File: config.mk
export PLATFORM = sky130hd
export DESIGN_NAME = adc_serial_host_port
export DESIGN_NICKNAME = d
export VERILOG_FILES = /design/src/pin_sync.v /design/src/word_fifo.v /design/src/adc_serial_host_port.v
export VERILOG_INCLUDE_DIRS = /design/src
export SDC_FILE = /design/constraint.sdc
export NUM_CORES = 1
export LEC_CHECK = 0
export ABC_CLOCK_PERIOD_IN_PS = 10400
export BUFFER_PORTS_ARGS = -buffer_cell sky130_fd_sc_hd__buf_2
export CAP_MARGIN = 20
export CORE_AREA = 3 3 171 173
export DETAILED_ROUTE_END_ITERATION = 12
export DIE_AREA = 0 0 174 176
export MAX_ROUTING_LAYER = met4
export PLACE_DENSITY = 0.85
export SLEW_MARGIN = 10
export SYNTH_ARGS = -nofsm -noshare
export SYNTH_HDL_FRONTEND = slang
export SYNTH_SLANG_ARGS = --single-unit
File: constraint.sdc
create_clock -name ref_clk -period 10.4 [get_ports ref_clk]
set_input_delay 1.56 -clock ref_clk [delete_from_list [all_inputs] [get_ports ref_clk]]
set_output_delay 1.56 -clock ref_clk [all_outputs]
set_load 0.02 [all_outputs]
File: src/adc_port_defines.vh
`ifndef ADC_PORT_DEFINES_VH
`define ADC_PORT_DEFINES_VH

// serial word and buffer geometry
`define WORD_BITS        24
`define BIT_CNT_W        5
`define WORD_BITS_CNT    5'h18
`define FIFO_DEPTH       8
`define FIFO_ADDR_W      3

// control word fields, msb first on the wire
`define CTL_MODE_HI      23
`define CTL_MODE_LO      21
`define CTL_POLARITY_BIT 12
`define CTL_RESET_VALUE  24'h00_0000
`define CAL_RESET_VALUE  24'h00_0000

// operating modes held in the control word
`define MODE_NORMAL      3'h0
`define MODE_SELF_CAL    3'h1
`define MODE_SYS_ZERO    3'h2
`define MODE_SYS_FULL    3'h3
`define MODE_SYS_OFFSET  3'h4
`define MODE_BACKGROUND  3'h5
`define MODE_ZERO_COEF   3'h6
`define MODE_FULL_COEF   3'h7

// link timing
`define REF_PERIOD_NS    100
`define SCLK_PERIOD_NS   800
`define SCLK_HALF_CYC    (`SCLK_PERIOD_NS / (2 * `REF_PERIOD_NS))
`define HALF_CNT_W       3

`endif

File: src/pin_sync.v
`timescale 1ns/1ps
`default_nettype none

module pin_sync #(
	parameter WIDTH = 1
) (
	input  wire             ref_clk,
	input  wire             rstn,
	input  wire             clkEn,
	input  wire [WIDTH-1:0] pinIn,
	output reg  [WIDTH-1:0] pinSync
);

	// first stage is read by the second stage only
	reg [WIDTH-1:0] stage1_r;

	always @(posedge ref_clk or negedge rstn)
	begin
		if (!rstn)
		begin
			stage1_r <= {WIDTH{1'b0}};
			pinSync  <= {WIDTH{1'b0}};
		end
		else if (clkEn)
		begin
			stage1_r <= pinIn;
			pinSync  <= stage1_r;
		end
	end

endmodule
`default_nettype wire

File: src/word_fifo.v
`timescale 1ns/1ps
`default_nettype none

module word_fifo #(
	parameter WIDTH  = 24,
	parameter DEPTH  = 8,
	parameter ADDR_W = 3
) (
	input  wire             ref_clk,
	input  wire             rstn,
	input  wire             clkEn,
	input  wire [WIDTH-1:0] inData,
	input  wire             inValid,
	output wire             inReady,
	output wire [WIDTH-1:0] outData,
	output wire             outValid,
	input  wire             outReady
);

	reg [WIDTH-1:0]  mem_r [0:DEPTH-1];
	reg [ADDR_W-1:0] wrPtr_r;
	reg [ADDR_W-1:0] rdPtr_r;
	reg [ADDR_W:0]   count_r;

	wire doPush;
	wire doPop;

	assign inReady  = (count_r != DEPTH[ADDR_W:0]);
	assign outValid = (count_r != {(ADDR_W+1){1'b0}});
	assign outData  = mem_r[rdPtr_r];
	assign doPush   = inValid & inReady;
	assign doPop    = outValid & outReady;

	always @(posedge ref_clk)
	begin
		if (clkEn && doPush)
			mem_r[wrPtr_r] <= inData;
	end

	always @(posedge ref_clk or negedge rstn)
	begin
		if (!rstn)
		begin
			wrPtr_r <= {ADDR_W{1'b0}};
			rdPtr_r <= {ADDR_W{1'b0}};
			count_r <= {(ADDR_W+1){1'b0}};
		end
		else if (clkEn)
		begin
			if (doPush)
				wrPtr_r <= (wrPtr_r == DEPTH[ADDR_W-1:0] - 1'b1) ? {ADDR_W{1'b0}} : wrPtr_r + 1'b1;
			if (doPop)
				rdPtr_r <= (rdPtr_r == DEPTH[ADDR_W-1:0] - 1'b1) ? {ADDR_W{1'b0}} : rdPtr_r + 1'b1;
			if (doPush && !doPop)
				count_r <= count_r + 1'b1;
			else if (doPop && !doPush)
				count_r <= count_r - 1'b1;
		end
	end

endmodule
`default_nettype wire

File: src/adc_serial_host_port.v
`timescale 1ns/1ps
`default_nettype none
`include "adc_port_defines.vh"

module adc_serial_host_port (
	input  wire                    ref_clk,
	input  wire                    rstn,
	input  wire                    clkEn,
	input  wire                    selfClockMode,
	input  wire                    sclkIn,
	output reg                     sclkOut,
	output wire                    sclkOe,
	input  wire                    readFrameSyncN,
	input  wire                    writeFrameSyncN,
	input  wire                    registerSelect,
	input  wire                    serialDataIn,
	output reg                     serialDataOut,
	output wire                    serialDataOe,
	output reg                     resultReadyN,
	input  wire [`WORD_BITS-1:0]   sampleData,
	input  wire                    sampleValid,
	output wire                    sampleReady,
	input  wire                    calDone,
	output reg                     calStart,
	output reg  [`WORD_BITS-1:0]   controlWord,
	output reg  [`WORD_BITS-1:0]   zeroCoef,
	output reg  [`WORD_BITS-1:0]   fullCoef
);

	localparam [2:0] RD_IDLE = 3'b001;
	localparam [2:0] RD_SHIFT = 3'b010;
	localparam [2:0] RD_WAIT = 3'b100;

	localparam [1:0] SRC_RESULT = 2'h0;
	localparam [1:0] SRC_CONTROL = 2'h1;
	localparam [1:0] SRC_ZERO = 2'h2;
	localparam [1:0] SRC_FULL = 2'h3;

	wire [5:0] pinSync;
	wire       sclkS;
	wire       rfsS;
	wire       tfsS;
	wire       dataS;
	wire       selS;
	wire       selfS;

	wire [`WORD_BITS-1:0] fifoData;
	wire                  fifoValid;
	wire                  fifoReady;

	reg                   rfsPrev_r;
	reg                   tfsPrev_r;
	reg                   sclkPrev_r;
	reg                   selfMode_r;
	reg  [`HALF_CNT_W-1:0] halfCnt_r;
	reg                   genRise;
	reg                   genFall;

	reg  [2:0]            rdState_r;
	reg  [2:0]            rdState_nxt;
	reg  [1:0]            rdSrc_r;
	reg  [`WORD_BITS-1:0] shiftOut_r;
	reg  [`BIT_CNT_W-1:0] rdCnt_r;
	reg  [`WORD_BITS-1:0] resultHold_r;

	reg                   wrActive_r;
	reg                   wrSel_r;
	reg  [`WORD_BITS-1:0] shiftIn_r;
	reg  [`BIT_CNT_W-1:0] wrCnt_r;

	wire [2:0]            mode;
	wire                  rfsFall;
	wire                  tfsFall;
	wire                  tfsRise;
	wire                  sclkRise;
	wire                  sclkFall;
	wire                  rdRun;
	wire                  wrRun;
	wire                  rdLast;
	wire                  resultLoad;
	wire [`WORD_BITS-1:0] codedSample;

	pin_sync #(
		.WIDTH(6)
	) u_pin_sync (
		.ref_clk (ref_clk),
		.rstn    (rstn),
		.clkEn   (clkEn),
		// syncs enter inverted so the all-zero reset value reads as idle
		.pinIn   ({selfClockMode, registerSelect, serialDataIn, ~writeFrameSyncN, ~readFrameSyncN, sclkIn}),
		.pinSync (pinSync)
	);

	assign sclkS = pinSync[0];
	assign rfsS  = ~pinSync[1];
	assign tfsS  = ~pinSync[2];
	assign dataS = pinSync[3];
	assign selS  = pinSync[4];
	assign selfS = pinSync[5];

	// converter may stall on a full buffer rather than drop words
	word_fifo #(
		.WIDTH  (`WORD_BITS),
		.DEPTH  (`FIFO_DEPTH),
		.ADDR_W (`FIFO_ADDR_W)
	) u_word_fifo (
		.ref_clk  (ref_clk),
		.rstn     (rstn),
		.clkEn    (clkEn),
		.inData   (sampleData),
		.inValid  (sampleValid),
		.inReady  (sampleReady),
		.outData  (fifoData),
		.outValid (fifoValid),
		.outReady (fifoReady)
	);

	assign mode = controlWord[`CTL_MODE_HI:`CTL_MODE_LO];

	assign codedSample = controlWord[`CTL_POLARITY_BIT] ? fifoData :
		{~fifoData[`WORD_BITS-1], fifoData[`WORD_BITS-2:0]};

	// frame syncs are active low; an edge is seen on the synchronised copy
	assign rfsFall = rfsPrev_r & ~rfsS;
	assign tfsFall = tfsPrev_r & ~tfsS;
	assign tfsRise = ~tfsPrev_r & tfsS;

	assign rdRun = (rdState_r == RD_SHIFT) & ~rfsS;
	assign wrRun = wrActive_r & ~tfsS & (wrCnt_r != `WORD_BITS_CNT);

	assign sclkRise = selfMode_r ? genRise : (sclkS & ~sclkPrev_r);
	assign sclkFall = selfMode_r ? genFall : (~sclkS & sclkPrev_r);

	assign rdLast = sclkRise & rdRun & (rdCnt_r == `WORD_BITS_CNT - 1'b1);

	// holding word reloads only once the previous one has gone out
	assign resultLoad = resultReadyN & fifoValid & (rdState_r == RD_IDLE);
	assign fifoReady  = resultLoad;

	// clock pin driven in self mode only
	// external mode leaves clock to host
	assign sclkOe = selfMode_r & (rdRun | wrRun);

	// data only while read frame low
	assign serialDataOe = rdRun;

	always @*
	begin
		genRise = 1'b0;
		genFall = 1'b0;
		if ((rdRun | wrRun) && halfCnt_r == `SCLK_HALF_CYC - 1)
		begin
			genRise = ~sclkOut;
			genFall = sclkOut;
		end
	end

	always @(posedge ref_clk or negedge rstn)
	begin
		if (!rstn)
		begin
			rfsPrev_r  <= 1'b1;
			tfsPrev_r  <= 1'b1;
			sclkPrev_r <= 1'b0;
			selfMode_r <= 1'b0;
		end
		else if (clkEn)
		begin
			rfsPrev_r  <= rfsS;
			tfsPrev_r  <= tfsS;
			sclkPrev_r <= sclkS;
			// mode is only changed between frames to avoid a glitching clock
			if (rfsS && tfsS)
				selfMode_r <= selfS;
		end
	end

	// self clock begins after sync falls
	always @(posedge ref_clk or negedge rstn)
	begin
		if (!rstn)
		begin
			halfCnt_r <= {`HALF_CNT_W{1'b0}};
			sclkOut   <= 1'b0;
		end
		else if (clkEn)
		begin
			if (!(rdRun | wrRun))
			begin
				halfCnt_r <= {`HALF_CNT_W{1'b0}};
				sclkOut   <= 1'b0;
			end
			else if (halfCnt_r == `SCLK_HALF_CYC - 1)
			begin
				halfCnt_r <= {`HALF_CNT_W{1'b0}};
				sclkOut   <= ~sclkOut;
			end
			else
				halfCnt_r <= halfCnt_r + 1'b1;
		end
	end

	always @*
	begin
		rdState_nxt = rdState_r;
		case (rdState_r)
			RD_IDLE:
			begin
				// result only when ready is low
				if (rfsFall && (!selS || (mode == `MODE_ZERO_COEF) || (mode == `MODE_FULL_COEF) || !resultReadyN))
					rdState_nxt = RD_SHIFT;
			end
			RD_SHIFT:
			begin
				if (rfsS)
					rdState_nxt = RD_IDLE;
				else if (rdLast)
					rdState_nxt = RD_WAIT;
			end
			RD_WAIT:
			begin
				if (rfsS)
					rdState_nxt = RD_IDLE;
			end
			default:
				rdState_nxt = RD_IDLE;
		endcase
	end

	always @(posedge ref_clk or negedge rstn)
	begin
		if (!rstn)
		begin
			rdState_r     <= RD_IDLE;
			rdSrc_r       <= SRC_RESULT;
			shiftOut_r    <= {`WORD_BITS{1'b0}};
			rdCnt_r       <= {`BIT_CNT_W{1'b0}};
			serialDataOut <= 1'b0;
		end
		else if (clkEn)
		begin
			rdState_r <= rdState_nxt;
			if (rdState_r == RD_IDLE && rdState_nxt == RD_SHIFT)
			begin
				rdCnt_r <= {`BIT_CNT_W{1'b0}};
				if (!selS)
				begin
					rdSrc_r       <= SRC_CONTROL;
					shiftOut_r    <= {controlWord[`WORD_BITS-2:0], 1'b0};
					serialDataOut <= controlWord[`WORD_BITS-1];
				end
				else if (mode == `MODE_ZERO_COEF)
				begin
					rdSrc_r       <= SRC_ZERO;
					shiftOut_r    <= {zeroCoef[`WORD_BITS-2:0], 1'b0};
					serialDataOut <= zeroCoef[`WORD_BITS-1];
				end
				else if (mode == `MODE_FULL_COEF)
				begin
					rdSrc_r       <= SRC_FULL;
					shiftOut_r    <= {fullCoef[`WORD_BITS-2:0], 1'b0};
					serialDataOut <= fullCoef[`WORD_BITS-1];
				end
				else
				begin
					rdSrc_r       <= SRC_RESULT;
					shiftOut_r    <= {resultHold_r[`WORD_BITS-2:0], 1'b0};
					serialDataOut <= resultHold_r[`WORD_BITS-1];
				end
			end
			else if (rdRun)
			begin
				if (sclkRise)
					rdCnt_r <= rdCnt_r + 1'b1;
				// next bit after each falling edge, msb first
				if (sclkFall && rdCnt_r != {`BIT_CNT_W{1'b0}})
				begin
					serialDataOut <= shiftOut_r[`WORD_BITS-1];
					shiftOut_r    <= {shiftOut_r[`WORD_BITS-2:0], 1'b0};
				end
			end
		end
	end

	always @(posedge ref_clk or negedge rstn)
	begin
		if (!rstn)
		begin
			resultHold_r <= {`WORD_BITS{1'b0}};
			resultReadyN <= 1'b1;
		end
		else if (clkEn)
		begin
			if (resultLoad)
				resultHold_r <= codedSample;
			if (resultLoad || calDone)
				resultReadyN <= 1'b0;
			else if (rdLast && rdSrc_r == SRC_RESULT)
				resultReadyN <= 1'b1;
		end
	end

	always @(posedge ref_clk or negedge rstn)
	begin
		if (!rstn)
		begin
			wrActive_r  <= 1'b0;
			wrSel_r     <= 1'b0;
			shiftIn_r   <= {`WORD_BITS{1'b0}};
			wrCnt_r     <= {`BIT_CNT_W{1'b0}};
			controlWord <= `CTL_RESET_VALUE;
			zeroCoef    <= `CAL_RESET_VALUE;
			fullCoef    <= `CAL_RESET_VALUE;
			calStart    <= 1'b0;
		end
		else if (clkEn)
		begin
			calStart <= 1'b0;
			if (tfsFall)
			begin
				wrActive_r <= 1'b1;
				wrSel_r    <= selS;
				wrCnt_r    <= {`BIT_CNT_W{1'b0}};
			end
			else if (wrRun && sclkRise)
			begin
				shiftIn_r <= {shiftIn_r[`WORD_BITS-2:0], dataS};
				wrCnt_r   <= wrCnt_r + 1'b1;
			end
			else if (tfsRise && wrActive_r)
			begin
				wrActive_r <= 1'b0;
				if (wrCnt_r == `WORD_BITS_CNT)
				begin
					if (!wrSel_r)
					begin
						controlWord <= shiftIn_r;
						calStart    <= (shiftIn_r[`CTL_MODE_HI:`CTL_MODE_LO] != `MODE_NORMAL) &&
							(shiftIn_r[`CTL_MODE_HI:`CTL_MODE_LO] != `MODE_ZERO_COEF) &&
							(shiftIn_r[`CTL_MODE_HI:`CTL_MODE_LO] != `MODE_FULL_COEF);
					end
					else if (mode == `MODE_ZERO_COEF)
						zeroCoef <= shiftIn_r;
					else if (mode == `MODE_FULL_COEF)
						fullCoef <= shiftIn_r;
				end
			end
			// one-shot calibrations fall back to normal mode when done
			if (calDone && !(tfsRise && wrActive_r && !wrSel_r && wrCnt_r == `WORD_BITS_CNT) &&
				mode != `MODE_BACKGROUND && mode != `MODE_ZERO_COEF && mode != `MODE_FULL_COEF)
				controlWord[`CTL_MODE_HI:`CTL_MODE_LO] <= `MODE_NORMAL;
		end
	end

endmodule
`default_nettype wire

# Word level (Yosys, flattened, before mapping)
# Memories as Yosys holds them, arrays and structs flattened.
# Index checks and enable logic that the tools add are counted.
op_classes:
  n_addsub: 7
  n_shift: 0
  eq_ne: 23
  magnitude_cmp: 0
  n_div: 0
  multipliers: 0
  n_reduce_logical: 60
  bitwise_logic: 29
  mux: 56
op_table:
  columns: ["op", "n"]
  rows:
  - ["24-bit two-way mux", 12]
  - ["3-bit two-way mux", 9]
  - ["5-bit two-way mux", 5]
  - ["1-bit two-way mux", 24]
  - ["2-bit AND reduction", 10]
  - ["1-bit logical AND", 19]
  - ["2-bit nonzero test", 9]
  - ["1-bit bitwise AND", 15]
  - ["3-bit == test, second input constant", 5]
  - ["3-bit inequality test, second input constant", 5]
  - ["1-bit inverter", 13]
  - ["3-bit AND reduction", 4]
  - ["6-bit AND reduction", 2]
  - ["5-bit by 1-bit adder with 5-bit output, second input constant", 2]
  - ["5-bit == test, second input constant", 2]
  - ["3-bit by 1-bit adder with 3-bit output, second input constant", 3]
  - ["3-bit by 2-bit == test with 1-bit output, second input constant", 3]
  - ["3-bit one-hot mux with 3 select lines", 1]
  - ["4-bit two-way mux", 2]
  - ["2-bit by 1-bit inequality test with 1-bit output, second input constant", 4]
  - ["8-bit AND reduction", 1]
  - ["7-bit AND reduction", 1]
  - ["1-bit logical NOT", 6]
  - ["2-bit two-way mux", 3]
  - ["other kinds (12)", 15]
totals:
  output_inout_bits: 79
  elab_cells: 203
  latch_bits: 0
  rom_bits: 0
  ramBits: 192
  register_bits: 194
  mem_count: 1
memory_table:
  columns: ["name", "depth", "word_bits", "rd", "rd_clocked_by_memory_dff", "wr", "line_no", "source"]
  rows:
  - ["u_word_fifo.mem_r", 8, 24, 1, 0, 1, "word_fifo.v:20", "reg [WIDTH-1:0] mem_r [0:DEPTH-1];"]

# Logic depth before layout (Yosys ltp)
depth:
  ltp_word: 15
  depth_mapped: 10
  mapped_depth_nobuf: 10

# Cells and area by module
# A second synthesis with hierarchy kept.
hier_totals:
  hier_cells: 996
  area_unflattened_um2: 16662.2
by_module_without_submodules:
  columns: ["module", "cells_each", "instances", "area_each_um2"]
  rows:
  - ["adc_serial_host_port", 625, 1, 8099.0]
  - ["word_fifo", 346, 1, 8079.0]
  - ["pin_sync", 25, 1, 484.2]

# Least setup slack after synthesis
# Ideal clock, no wire load.
synth_timing:
  kind: "input to register"
  start: "in clkEn"
  end: "mem u_word_fifo.mem_r[0][0], enable pin"
  setup_time_ps: 466
  stages: 4
  setup_slack_ps: 5345
  arrival_time_ps: 4589
  t_required_ps: 9934
  n_path_buf: 2
  cell_sequence: "clkbuf_2 clkbuf_1 nand3_1 nor4_1"
synth_between:
  elab_chain_len: 3
synth_lines:
  columns: ["item", "line_no", "source"]
  rows:
  - ["start, declared", "adc_serial_host_port.v:8", "input wire clkEn,"]
  - ["1-bit logical AND", "word_fifo.v:36", "if (clkEn && doPush)"]
  - ["1-bit two-way mux", "word_fifo.v:36", null]
  - ["1-bit two-way mux (implied by the code)", "word_fifo.v:37", "mem_r[wrPtr_r] <= inData;"]
  - ["end, declared", "word_fifo.v:20", null]
# Every way passes these cells.

# Worst setup path after layout
layout_timing:
  start: "in clkEn"
  end: "reg u_word_fifo.rdPtr_r[0]"
layout_between:
  elab_chain_len: 1
layout_lines:
  columns: ["item", "line_no", "source"]
  rows:
  - ["2-bit AND reduction (no line)", null, null]
  - ["end signal, assigned", "word_fifo.v:45", "rdPtr_r <= {ADDR_W{1'b0}};"]
  - ["end signal, assigned", "word_fifo.v:53", "rdPtr_r <= (rdPtr_r == DEPTH[ADDR_W-1:0] - 1'b1) ? {ADDR_W{1'b0}} : rdPtr_r + 1'b1;"]
  - ["end, declared", "word_fifo.v:22", "reg [ADDR_W-1:0] rdPtr_r;"]
# Every way passes these cells.
# A chain may end at the register's enable or synchronous reset.

==> flow_metrics.env <==
export IMPL_die_w_um=174
export IMPL_netlist_instances=1020
export IMPL_synth_most_common_cell="edfxtp_1"
export IMPL_synth_nets=1068
export IMPL_slew_viol_final=0
export IMPL_critPathKind="primary input to register"
export IMPL_min_period_ps=3550
export IMPL_clock_skew_final_ps=29.39
export IMPL_r2r_cells=5
export IMPL_switchingPower_uw=821.0
export IMPL_combPwrFrac_pct=9.2
export IMPL_cts_resized=0
export IMPL_port_buffer_count=113
export IMPL_synth_seq_cells=385
export IMPL_drtIter0Drc=737
export IMPL_htreeDepth=2
export IMPL_synthesis_area_um2=16300
export IMPL_fillerInstances=1891
export IMPL_pre_cts_ws_ps=6369
export IMPL_synthArstFlopShare_pct=50.13
export IMPL_grt_pass1_wl_um=52050
export IMPL_yosysTopAreaCellShare_pct=35.36
export IMPL_gr_usage_all_layers_pct=22.19
export IMPL_route_detailed_drc=0
export IMPL_p_int_mw=2.680
export IMPL_vias=9081
export IMPL_synth_area_leaders="edfxtp_1 (35%), dfrtp_1 (29%), mux2_2 (9.4%)"
export IMPL_worst_pin_slew_ps=981.1
export IMPL_maxCapViolCount=0
export IMPL_synthFlopType="edfxtp_1"
export IMPL_die_y_um=176
export IMPL_grt_overflow_total=0
export IMPL_ys_seq_area_share_pct=65.01
export IMPL_period_share_pct=34.13
export IMPL_rsz0062_at_grt="no"
export IMPL_outcome="finished clean"
export IMPL_reg2reg_slack_ps=7530
export IMPL_total_power_mw=3.501
export IMPL_finalSetupViolations=0
export IMPL_post_dp_hpwl_um=19660
export IMPL_path_max_fanout=54
export IMPL_timing_critical_path_to_type="register"
export IMPL_cts_made_buffers=40
export IMPL_start_util_pct=58.69
export IMPL_numClockSinks=385
export IMPL_die_area_um2=30620
export IMPL_clockPowerShare_pct=39.5
export IMPL_avgViaCountPerCell=5.870
export IMPL_synth_cell_types=70
export IMPL_p_leak_nw=7.533
export IMPL_root_buffer="clkbuf_16"
export IMPL_first_global_vias=9325
export IMPL_clk_latency_ps=540
export IMPL_wirelength_um=32450
export IMPL_max_slew_margin_pct=34.60
export IMPL_peakVddDrop_v=0.0001124
export IMPL_dp_cells=1470
export IMPL_pwr_density_cell_nw_per_um2=188.4
export IMPL_setup_worst_path_start="clkEn"
export IMPL_cts_setup_buffers=0
export IMPL_r2r_end="fullCoef[4]"
export IMPL_clock_fmax_mhz=281.7
export IMPL_first_pass_iters=5
export IMPL_final_cells=1547
export IMPL_cts_tree="built"
export IMPL_synth_area_leader_cell="edfxtp_1"
export IMPL_gp_congestion=0.7859
export IMPL_swShare_pct=23.45
export IMPL_drive_above_1_share_pct=36.37
export IMPL_ant_nets=0
export IMPL_cts_max_path_buffers=3
export IMPL_final_hold_viol_count=0
export IMPL_crit_end="u_word_fifo.rdPtr_r[0]"
export IMPL_synth_edf_count=192
export IMPL_rr_startpoint="controlWord[22]"
export IMPL_num_io_pins=114
export IMPL_nNetsFinal=1183
export IMPL_area_delta_synth_final_pct=13.96
export IMPL_grt_max_degree=128
export IMPL_setup_tns_ps=0
export IMPL_startpoint_type="primary input"
export IMPL_seq_power_share_pct=51.2
export IMPL_clkSlewWorstSetupHoldPaths_ps=60
export IMPL_hp_class="register to register"
export IMPL_arrival_ps=3940
export IMPL_required_ps=10790
export IMPL_synth_area_per_cell_um2=15.98
export IMPL_yosys_top_cells_count="edfxtp_1 (192), dfrtp_1 (189), mux2_2 (136)"
export IMPL_rows=61
export IMPL_wl_per_cell_um=20.98
export IMPL_worst_slack_ps=6850
export IMPL_cts_hold_buf=0
export IMPL_core_area_um2=27780
export IMPL_yosysWarnings=0
export IMPL_antenna_found_initial=6
kinds of logic after synthesis:
kind of cell,share of synthesized area (%)
AO/OA/AOI/OAI,4.697
XOR/XNOR,0.3223
adder cells (fa/ha/maj),1.044
buffers and inverters,2.264
flip-flops,65.01
multiplexers,21.24
AND/OR/NAND/NOR,5.418
final cells by class:
cell class,instances,area [um2],area share [%]
clock buffer,57,1105,5.946
antenna,6,15.01,0.08081
inverter,21,78.83,0.4242
multi-input combinational,555,5406,29.10
timing repair buffer,132,724.4,3.899
clock inverter,13,175.2,0.9428
sequential,385,10600,57.06
tap,378,473.0,2.545
cells in the final DEF, fill, tap and decap left out, drive strengths merged, types with 4 or more instances in the layout:
master,netlist,routed
edfxtp,192,192
dfrtp,189,189
mux2,156,156
buf,27,131
clkbuf,32,58
mux2i,55,55
mux4,48,48
nor2,45,45
a21oi,39,39
nand2,36,36
nand2b,26,26
inv,21,23
o221ai,20,20
o21ai,17,17
ha,12,12
nand3,10,10
nor2b,9,9
clkinv,0,7
nor3,7,7
diode,0,6
a32o,5,5
xnor2,5,5
o21a,5,5
and2,5,5
a21o,5,5
a31oi,4,4
dfstp,4,4
or3,4,4
layer usage:
| layer | vias up | track usage (%) | routed length [um] |
|---|---|---|---|
| met5 | - | - | 0 |
| met4 | 0 | 5.328 | 465 |
| met3 | 37 | 4.258 | 1799 |
| met2 | 273 | 34.76 | 16000 |
| met1 | 4669 | 30.73 | 14190 |
| li1 | 4102 | - | - |
power groups by stage:
stage,registers [mW],clock network (mW),logic (mW)
final,1.79,1.38,0.323
after detailed placement,1.82,0,0.323
after global placement,1.81,0,0.308
after floorplan,1.80,0,0.221
after global routing,1.81,1.48,0.357
after CTS,1.79,1.41,0.327
worst max-delay path, cell delays in order:
cell,delay (ps)
buf_2,80
buf_4,450
nor4bb_1,540
nor2b_4,890
mux2_2,410
how the worst min path moves through the flow:
stage | start | to | slack, ps | depth (start not counted)
5_1_grt | rfsPrev_r | rfsPrev_r | 500 | 2
4_1_cts | rfsPrev_r | rfsPrev_r | 480 | 2
2_1_floorplan | rfsPrev_r | rfsPrev_r | 450 | 2
3_3_place_gp | rfsPrev_r | rfsPrev_r | 470 | 2
3_5_place_dp | rfsPrev_r | rfsPrev_r | 470 | 2
6_report | rfsPrev_r | rfsPrev_r | 480 | 2
sequential cells by signal (all words and copies together) (netlist names), 2 cells and up:
register,count
wrCnt_r,5
u_pin_sync.pinSync,6
controlWord,24
u_word_fifo.mem_r,192
halfCnt_r,3
rdCnt_r,5
resultHold_r,24
shiftIn_r,24
u_word_fifo.count_r,4
zeroCoef,24
shiftOut_r,23
u_word_fifo.rdPtr_r,3
rdState_r,3
u_pin_sync.stage1_r,6
u_word_fifo.wrPtr_r,3
fullCoef,24
rdSrc_r,2
stage by stage:
step	utilization, %	instance area (um2)	hold WS, ps
floorplan	-	16300	452.1
global placement	62.16	17270	465.2
detailed placement	62.16	17270	470.3
CTS	66.77	18550	481.4
global route	66.88	18580	497.9
finish	66.88	18580	484.8
(Power assumes the default switching activity.)
